--- src/bcmcr_pkg.sv ---
package bcmcr_pkg;

	localparam logic [4:0] BCMCR_CFG1_ADDR = 5'h01;
	localparam logic [15:0] BCMCR_CFG1_RESET = 16'h8000;

	localparam int BCMCR_OP_MODE_BIT = 15;
	localparam int BCMCR_SEC_MODE_BIT = 14;
	localparam int BCMCR_MEM_AREA_BIT = 13;
	localparam int BCMCR_ABORT_MSG_ERR_BIT = 12;
	localparam int BCMCR_ABORT_FRM_ERR_BIT = 11;
	localparam int BCMCR_ABORT_MSG_STAT_BIT = 10;
	localparam int BCMCR_ABORT_FRM_STAT_BIT = 9;
	localparam int BCMCR_AUTO_REPEAT_BIT = 8;
	localparam int BCMCR_FRAME_TRIGGER_INPUT_BIT = 7;
	localparam int BCMCR_INT_TRIG_BIT = 6;

	localparam int BCMCR_CLK_HZ = 40000000;
	localparam int BCMCR_FRAME_UNIT_NS = 100000;
	localparam int BCMCR_UNIT_CYCLES =
		BCMCR_FRAME_UNIT_NS / 1000 * (BCMCR_CLK_HZ / 1000000);

	typedef struct packed {
		logic done;
		logic err;
		logic stat_unexp;
		logic retry_ok;
	} bcmcr_msg_t;

	typedef enum logic [2:0] {
		BCMCR_IDLE = 3'h1,
		BCMCR_RUN = 3'h2,
		BCMCR_WAIT = 3'h4
	} bcmcr_state_t;

endpackage

--- src/bcmcr_mode_cfg.sv ---
`timescale 1ns/1ps
module bcmcr_mode_cfg
	import bcmcr_pkg::*;
#(
	parameter int UNIT_CYCLES = BCMCR_UNIT_CYCLES
)
(
	input wire logic ref_clk,
	input wire logic rst_b,
	input wire logic [4:0] host_addr,
	input wire logic [15:0] host_wdata,
	input wire logic host_wr,
	input wire logic host_rd,
	output logic [15:0] host_rdata_r,
	input wire logic host_frame_start,
	input wire logic cfg3_enhanced,
	input wire logic [15:0] frame_time,
	input wire logic retry_enable,
	input wire bcmcr_msg_t msg,
	input wire logic frame_done,
	input wire logic frame_trigger_input,
	output logic frame_start_r,
	output logic bc_halt_r,
	output logic bc_active_r,
	output logic bc_mode_r,
	output logic enhanced_r,
	output logic memory_area_r
);

	logic [15:0] cfg_r;
	logic [15:0] cfg_nxt;
	logic [15:0] rdata_nxt;
	bcmcr_state_t state_r;
	bcmcr_state_t state_nxt;
	logic frame_abort_r;
	logic frame_abort_nxt;
	logic frame_start_nxt;
	logic bc_halt_nxt;
	logic trig_rise;
	logic timer_expired;
	logic bc_mode;
	logic enh;
	logic abort_me;
	logic en_frame_err;
	logic en_msg_stat;
	logic en_frame_stat;
	logic auto_frame_repeat;
	logic internal_trigger_enable;
	logic ext_en;
	logic fail_err;
	logic fail_stat;
	logic msg_stop;
	logic start_req;

	function automatic logic cfg1_hit(input logic [4:0] addr);
		cfg1_hit = (addr == BCMCR_CFG1_ADDR);
	endfunction

	// A failed outcome counts only when no successful retry rescued it.
	function automatic logic failed(input logic cond, input logic ok);
		failed = cond & ~ok;
	endfunction

	bcmcr_trig_sync u_trig
	(
		.ref_clk(ref_clk),
		.rst_b(rst_b),
		.pin_in(frame_trigger_input),
		.rise_r(trig_rise)
	);

	bcmcr_frame_timer #(
		.UNIT_CYCLES(UNIT_CYCLES)
	) u_timer
	(
		.ref_clk(ref_clk),
		.rst_b(rst_b),
		.start(frame_start_r),
		.units(frame_time),
		.expired_r(timer_expired)
	);

	always_comb
	begin
		cfg_nxt = cfg_r;
		rdata_nxt = host_rdata_r;
		if (host_wr && cfg1_hit(host_addr))
		begin
			cfg_nxt = host_wdata;
		end
		if (host_rd)
		begin
			// Other offsets belong to neighbouring registers; read zero here.
			rdata_nxt = cfg1_hit(host_addr) ? cfg_r : 16'h0000;
		end
	end

	always_ff @(posedge ref_clk or negedge rst_b)
	begin
		if (!rst_b)
		begin
			cfg_r <= BCMCR_CFG1_RESET;
			host_rdata_r <= 16'h0000;
		end
		else
		begin
			cfg_r <= cfg_nxt;
			host_rdata_r <= rdata_nxt;
		end
	end

	always_comb
	begin
		bc_mode = ~cfg_r[BCMCR_OP_MODE_BIT];
		enh = bc_mode & cfg3_enhanced;
		abort_me = bc_mode & cfg_r[BCMCR_ABORT_MSG_ERR_BIT];
		// Enhanced-only controls are gated so legacy mode ignores them.
		en_frame_err = enh & cfg_r[BCMCR_ABORT_FRM_ERR_BIT];
		en_msg_stat = enh & cfg_r[BCMCR_ABORT_MSG_STAT_BIT];
		en_frame_stat = enh & cfg_r[BCMCR_ABORT_FRM_STAT_BIT];
		auto_frame_repeat = enh & cfg_r[BCMCR_AUTO_REPEAT_BIT];
		internal_trigger_enable = enh & cfg_r[BCMCR_INT_TRIG_BIT];
		ext_en = enh & cfg_r[BCMCR_FRAME_TRIGGER_INPUT_BIT];
		fail_err = msg.done &
			failed(msg.err, retry_enable & msg.retry_ok);
		fail_stat = msg.done &
			failed(msg.stat_unexp, retry_enable & msg.retry_ok);
		msg_stop = (fail_err & abort_me) | (fail_stat & en_msg_stat);
		start_req = host_frame_start | (ext_en & trig_rise);
	end

	always_comb
	begin
		state_nxt = state_r;
		frame_start_nxt = 1'b0;
		bc_halt_nxt = 1'b0;
		frame_abort_nxt = frame_abort_r |
			(state_r == BCMCR_RUN &&
			((fail_err & en_frame_err) | (fail_stat & en_frame_stat)));
		unique case (state_r)
			BCMCR_IDLE:
			begin
				if (bc_mode && start_req)
				begin
					state_nxt = BCMCR_RUN;
					frame_start_nxt = 1'b1;
					frame_abort_nxt = 1'b0;
				end
			end
			BCMCR_RUN:
			begin
				if (!bc_mode || msg_stop)
				begin
					state_nxt = BCMCR_IDLE;
					bc_halt_nxt = 1'b1;
				end
				else if (frame_done)
				begin
					if (frame_abort_nxt)
					begin
						// A frame abort overrides auto repeat.
						state_nxt = BCMCR_IDLE;
						bc_halt_nxt = 1'b1;
					end
					else if (auto_frame_repeat && internal_trigger_enable && !timer_expired)
					begin
						state_nxt = BCMCR_WAIT;
					end
					else if (auto_frame_repeat)
					begin
						frame_start_nxt = 1'b1;
						frame_abort_nxt = 1'b0;
					end
					else
					begin
						state_nxt = BCMCR_IDLE;
					end
				end
			end
			BCMCR_WAIT:
			begin
				if (!auto_frame_repeat)
				begin
					state_nxt = BCMCR_IDLE;
				end
				else if (timer_expired)
				begin
					state_nxt = BCMCR_RUN;
					frame_start_nxt = 1'b1;
					frame_abort_nxt = 1'b0;
				end
			end
		endcase
	end

	always_ff @(posedge ref_clk or negedge rst_b)
	begin
		if (!rst_b)
		begin
			state_r <= BCMCR_IDLE;
			frame_abort_r <= 1'b0;
			frame_start_r <= 1'b0;
			bc_halt_r <= 1'b0;
			bc_active_r <= 1'b0;
			bc_mode_r <= 1'b0;
			enhanced_r <= 1'b0;
			memory_area_r <= 1'b0;
		end
		else
		begin
			state_r <= state_nxt;
			frame_abort_r <= frame_abort_nxt;
			frame_start_r <= frame_start_nxt;
			bc_halt_r <= bc_halt_nxt;
			bc_active_r <= (state_nxt != BCMCR_IDLE);
			bc_mode_r <= bc_mode;
			enhanced_r <= enh;
			memory_area_r <= cfg_r[BCMCR_MEM_AREA_BIT];
		end
	end

	chk_write_readback: assert property (@(posedge ref_clk) disable iff (!rst_b)
		host_wr && cfg1_hit(host_addr) ##1 host_rd && cfg1_hit(host_addr)
		&& !host_wr |=> host_rdata_r == $past(host_wdata, 2))
		else $error("register readback differs from write");
	chk_bc_select: assert property (@(posedge ref_clk) disable iff (!rst_b)
		host_wr && cfg1_hit(host_addr) && !host_wdata[15] ##1 !host_wr
		|=> bc_mode_r)
		else $error("bc mode not entered after clearing bit 15");
	chk_mem_area: assert property (@(posedge ref_clk) disable iff (!rst_b)
		host_wr && cfg1_hit(host_addr) ##1 !host_wr
		|=> memory_area_r == $past(host_wdata[13], 2))
		else $error("memory area select wrong");
	chk_msg_abort: assert property (@(posedge ref_clk) disable iff (!rst_b)
		state_r == BCMCR_RUN && bc_mode && fail_err && abort_me
		|=> bc_halt_r && !bc_active_r)
		else $error("no halt after message error");
	chk_retry_saves: assert property (@(posedge ref_clk) disable iff (!rst_b)
		state_r == BCMCR_RUN && bc_mode && msg.done && retry_enable
		&& msg.retry_ok && !frame_done |=> !bc_halt_r)
		else $error("halt despite successful retry");
	chk_legacy_inert: assert property (@(posedge ref_clk) disable iff (!rst_b)
		state_r == BCMCR_RUN && !enh && frame_done && !msg_stop
		|=> !frame_start_r && !bc_active_r)
		else $error("legacy mode repeated a frame");
	chk_enh_decode: assert property (@(posedge ref_clk) disable iff (!rst_b)
		enhanced_r == (!$past(cfg_r[BCMCR_OP_MODE_BIT])
		&& $past(cfg3_enhanced)))
		else $error("enhanced mode decode wrong");
	chk_frame_abort: assert property (@(posedge ref_clk) disable iff (!rst_b)
		state_r == BCMCR_RUN && bc_mode && frame_done && frame_abort_nxt
		&& !msg_stop |=> bc_halt_r && !frame_start_r)
		else $error("frame abort did not stop the controller");
	chk_stat_msg: assert property (@(posedge ref_clk) disable iff (!rst_b)
		state_r == BCMCR_RUN && fail_stat && en_msg_stat
		|=> bc_halt_r)
		else $error("no halt after unexpected status");
	chk_auto_repeat: assert property (@(posedge ref_clk) disable iff (!rst_b)
		state_r == BCMCR_RUN && bc_mode && frame_done && auto_frame_repeat && !internal_trigger_enable
		&& !frame_abort_nxt && !msg_stop |=> frame_start_r ##1 !frame_start_r)
		else $error("auto repeat did not restart the frame");
	chk_frame_trigger_input: assert property (@(posedge ref_clk) disable iff (!rst_b)
		state_r == BCMCR_IDLE && bc_mode && ext_en && trig_rise
		|=> frame_start_r && bc_active_r)
		else $error("trigger edge did not start a frame");
	chk_period_start: assert property (@(posedge ref_clk) disable iff (!rst_b)
		state_r == BCMCR_WAIT && auto_frame_repeat && timer_expired |=> frame_start_r)
		else $error("fixed period expiry did not start a frame");

	cov_auto_frames: cover property (@(posedge ref_clk) disable iff (!rst_b)
		frame_start_r ##[1:300] frame_start_r);
	cov_period_wait: cover property (@(posedge ref_clk) disable iff (!rst_b)
		state_r == BCMCR_WAIT ##1 frame_start_r);
	cov_frame_halt: cover property (@(posedge ref_clk) disable iff (!rst_b)
		frame_abort_r && frame_done ##1 bc_halt_r);

endmodule

--- src/bcmcr_trig_sync.sv ---
`timescale 1ns/1ps
module bcmcr_trig_sync
	import bcmcr_pkg::*;
(
	input wire logic ref_clk,
	input wire logic rst_b,
	input wire logic pin_in,
	output logic rise_r
);

	logic meta_r;
	logic sync_r;
	logic prev_r;
	logic rise_nxt;

	always_comb
	begin
		rise_nxt = sync_r & ~prev_r;
	end

	// The edge detector looks only at the second stage of the synchroniser.
	always_ff @(posedge ref_clk or negedge rst_b)
	begin
		if (!rst_b)
		begin
			meta_r <= 1'b0;
			sync_r <= 1'b0;
			prev_r <= 1'b0;
			rise_r <= 1'b0;
		end
		else
		begin
			meta_r <= pin_in;
			sync_r <= meta_r;
			prev_r <= sync_r;
			rise_r <= rise_nxt;
		end
	end

endmodule

--- src/bcmcr_frame_timer.sv ---
`timescale 1ns/1ps
module bcmcr_frame_timer
	import bcmcr_pkg::*;
#(
	parameter int UNIT_CYCLES = BCMCR_UNIT_CYCLES
)
(
	input wire logic ref_clk,
	input wire logic rst_b,
	input wire logic start,
	input wire logic [15:0] units,
	output logic expired_r
);

	logic [11:0] pre_r;
	logic [11:0] pre_nxt;
	logic [15:0] cnt_r;
	logic [15:0] cnt_nxt;
	logic run_r;
	logic run_nxt;
	logic expired_nxt;

	always_comb
	begin
		pre_nxt = pre_r;
		cnt_nxt = cnt_r;
		run_nxt = run_r;
		expired_nxt = expired_r;
		if (start)
		begin
			pre_nxt = 12'h000;
			cnt_nxt = 16'h0000;
			run_nxt = (units != 16'h0000);
			expired_nxt = (units == 16'h0000);
		end
		else if (run_r)
		begin
			if (pre_r == 12'(UNIT_CYCLES - 1))
			begin
				pre_nxt = 12'h000;
				cnt_nxt = cnt_r + 16'h0001;
				if (cnt_nxt >= units)
				begin
					run_nxt = 1'b0;
					expired_nxt = 1'b1;
				end
			end
			else
			begin
				pre_nxt = pre_r + 12'h001;
			end
		end
	end

	always_ff @(posedge ref_clk or negedge rst_b)
	begin
		if (!rst_b)
		begin
			pre_r <= 12'h000;
			cnt_r <= 16'h0000;
			run_r <= 1'b0;
			expired_r <= 1'b0;
		end
		else
		begin
			pre_r <= pre_nxt;
			cnt_r <= cnt_nxt;
			run_r <= run_nxt;
			expired_r <= expired_nxt;
		end
	end

endmodule

--- config.mk ---
export PLATFORM = sky130hd
export DESIGN_NAME = bcmcr_mode_cfg
export DESIGN_NICKNAME = d
export VERILOG_FILES = /design/src/bcmcr_pkg.sv /design/src/bcmcr_mode_cfg.sv /design/src/bcmcr_trig_sync.sv /design/src/bcmcr_frame_timer.sv
export SDC_FILE = /design/constraint.sdc
export NUM_CORES = 1
export LEC_CHECK = 0
export ABC_CLOCK_PERIOD_IN_PS = 5600
export BUFFER_PORTS_ARGS = -buffer_cell sky130_fd_sc_hd__buf_2
export CAP_MARGIN = 20
export CORE_MARGIN = 3
export CORE_UTILIZATION = 60
export DETAILED_ROUTE_END_ITERATION = 10
export GPL_TIMING_DRIVEN = 0
export PLACE_DENSITY = 0.85
export SLEW_MARGIN = 10
export SYNTH_ARGS = -nofsm -noshare
export SYNTH_HDL_FRONTEND = slang
export SYNTH_SLANG_ARGS = --single-unit
--- constraint.sdc ---
create_clock -name ref_clk -period 5.6 [get_ports ref_clk]
set_clock_uncertainty 0.15 [all_clocks]
set_input_delay 1.12 -clock ref_clk [delete_from_list [all_inputs] [get_ports ref_clk]]
set_output_delay 1.12 -clock ref_clk [all_outputs]
set_load 0.01 [all_outputs]
==> flow_summary.yaml <==
setup_path:
  r2r-start: "u_timer.cnt_r[6]"
  reg2reg_setup_slack_ns: 2.03
  crit_chain: "nand4_1 > nor4_1 > nand3_1 > xnor2_1 > ha_1 > nand2_1 > o21ai_0 > a2111oi_0 > o21ai_0 > o21a_1"
  crit_fanout: 7
  rr_worst_depth: 10
  startpoint_type: "register"
  cpPeakStageDelay_ns: 0.72
  worst-setup-path-type: "register to register"
  crit_arrival_ns: 3.66
  cp_data_required_time_ns: 5.68
  crit_path_end_kind: "register"
  slowest_stage: "nor4_1"
  cpMostUsedCell: "o21ai_0"
  reg2reg_to: "u_timer.expired_r"
cells_and_area:
  seq_area_sq_um: 1900
  antennaDiodeCount: 0
  drive_gt1_share_pct: 23.0
  syn_to_final_growth_pct: 18.4
  fillers: 446
  multiInputGateArea_sq_um: 1850
  nNetsFinal: 559
clock_network:
  post-cts-setup-buffers: 0
  ctsResizeCount: 0
  insertion_delay_ns: 0.34
  cts_buffer_depth: 2
  cts_buffers: 9
  cts_tree: "done"
  h-tree-depth: 3
  hold_buffers: 0
  root_buffer: "clkbuf_8"
  clock-sinks: 76
  cts.clk_slew.worst_paths_ns: 0.08
power_and_ir_drop:
  p_total_mw: 1.46
  power_density_nw_per_um2: 311
  leakagePower_nw: 2.27
  ir_worst_vdd_v: 0.000259
sta:
  worstMarginPinSlew_ns: 0.692
  setup_viol: 0
  fin_crit_ns: 3.57
  slew_viol_final: 0
  fmax_mhz: 280
  rsz0062_at_grt: "no"
  hold_viol: 0
  fin_ws_ns: 2.03
  min_period_over_period_pct: 63.8
  relSlewSlack_pct: 53.4
  fin_setup_tns_ns: 0
yosys:
  yosysWarnings: 0
  syn_avg_cell_area_sq_um: 9.70
  synth_seq_cells: 76
  synth_edf_count: 0
  ys_seq_area_share_pct: 48.1
  syn_inst: 408
  ys.flop_type: "dfrtp_1"
  yosysUniqueCellTypes: 54
  synth_nets: 476
  synth_async_sr_flop_share_pct: 100
  syn_area_sq_um: 3960
min_path:
  holdPathEnd: "u_trig.sync_r"
  min_path_type: "register to register"
  hp-start: "u_trig.meta_r"
  hold_path_depth: 0
place:
  place_worst_setup_slack_ns: 2.07
  gp_congestion: 0.907
  dp_hpwl_mm: 6.50
  portBuffers: 71
route:
  wirelength_mm: 8.77
  met2_length_mm: 4.40
  drc_errors: 0
  dr.pass1.iters: 4
  met1_length_mm: 3.68
  wl_met3_um: 545
  drt-initial-drc-count: 235
  routedWlPerCell_um: 15.4
  num_vias: 3285
  ant_nets: 0
  top_layer: "met4"
  via_per_inst: 5.75
global_route:
  grt_pass1_wl_mm: 14.8
  grt_overflow: 0
  grt_start_max_net_pins: 56
  grt_pass1_vias: 3261
  antenna_found_initial: 0
  grt_util_all_layers_pct: 25.0
run:
  maxCapViolations: 0
die:
  coreArea_sq_um: 6170
  die-area_sq_um: 7610
  initial_core_util_pct: 64.2
  row_count: 28
  ios: 72
  die_width_um: 87.2
  die_y_um: 87.2
run_status:
  status: "finished, final reports clean"
## layer usage
| metal | track usage, % | vias up |
|---|---|---|
| met5 | 0 | - |
| met4 | 7.67 | 0 |
| met3 | 6.43 | 14 |
| met2 | 42.9 | 108 |
| met1 | 31.1 | 1585 |
| li1 | - | 1578 |
## worst max-delay path: cells and delay by family, from the launching register on
family	cells	cell delay, ns
AOI/OAI and AO/OA	4	1.07
xor gates and xnor gates	1	0.16
adders and majority gates	1	0.29
DFF	1	0.46
and+or+nand+nor	4	1.34
## cell type report
type / count / share of cell area, %
Sequential cell: 76 / 40.6
Multi-Input combinational cell: 278 / 39.4
Timing Repair Buffer: 72 / 8.22
Clock buffer: 12 / 3.31
Inverter: 38 / 3.04
Clock inverter: 4 / 2.03
Tap cell: 75 / 2.00
Buffer: 16 / 1.33
## cell usage in the layout (no fill, tap or decap), drive strengths merged, types with 5 or more instances in the layout
master,Yosys,routed
nand3,8,8
nor3,5,5
ha,18,18
inv,38,38
dfrtp,74,74
nor2,27,27
or3,9,9
xnor2,15,15
a31oi,6,6
buf,1,73
nor4,8,8
o21ai,37,37
nand4,9,9
mux2,16,16
xor2,13,13
clkbuf,15,27
a21oi,14,14
nand2,46,46
## cells by family after synthesis
kind of cell    count (synthesis)  share of synthesized area, %
compound gates                 83                          13.1
xor+xnor                       28                          6.20
fa+ha+maj                      18                          5.69
buf+inv                        54                          5.18
flops                          76                          48.1
mux                            17                          4.81
simple gates                  132                          16.9
## sequential cells by signal, summed over array words and instances (netlist names), 3 cells and up
| name | count |
|---|---|
| host_rdata_r | 16 |
| u_timer.pre_r | 12 |
| state_r | 3 |
| u_timer.cnt_r | 16 |
| cfg_r | 16 |
## where the power goes
group / internal [mW] / switching [mW] / total, mW / leakage [nW]
clock network: 0.320 / 0.190 / 0.510 / 0.127
registers: 0.613 / 0.0468 / 0.659 / 1.01
logic: 0.112 / 0.177 / 0.289 / 1.14
## worst max path at each step
stage / from / endpoint / slack [ns] / depth (start not counted)
CTS: u_timer.cnt_r[6] / u_timer.expired_r / 2.04 / 10
global route: u_timer.cnt_r[6] / u_timer.expired_r / 1.77 / 10
finish: u_timer.cnt_r[6] / u_timer.expired_r / 2.03 / 10
floorplan: u_timer.cnt_r[6] / u_timer.expired_r / 2.77 / 10
global placement: u_timer.cnt_r[6] / u_timer.expired_r / 2.14 / 10
detailed placement: u_timer.cnt_r[6] / u_timer.expired_r / 2.07 / 10
## metrics by stage
step                instances  cell area [sq um]  util [%]  hold WS (ns)
floorplan                 408               3960         -         0.181
finish                    571               4690      76.0         0.207
detailed placement        555               4440      72.0         0.195
CTS                       571               4690      76.0         0.212
global placement          554               4410      71.5         0.196
global route              571               4690      76.0         0.218
## synthesized netlist by cell type (all sizes together), types with 5 or more instances
| library cell | instances | share of area, % |
|---|---|---|
| xnor2 | 15 | 3.3 |
| xor2 | 13 | 2.9 |
| or3 | 9 | 1.5 |
| dfrtp | 74 | 47 |
| a31oi | 6 | 0.95 |
| nor4 | 8 | 1.4 |
| nor2 | 27 | 2.6 |
| ha | 18 | 5.7 |
| nand3 | 8 | 1.0 |
| mux2 | 16 | 4.6 |
| nand2 | 46 | 4.6 |
| clkbuf | 15 | 1.5 |
| a21oi | 14 | 1.8 |
| nor3 | 5 | 0.63 |
| nand4 | 9 | 1.4 |
| inv | 38 | 3.6 |
| o21ai | 37 | 4.7 |
No activity file was read; power rests on OpenSTA's default activity.
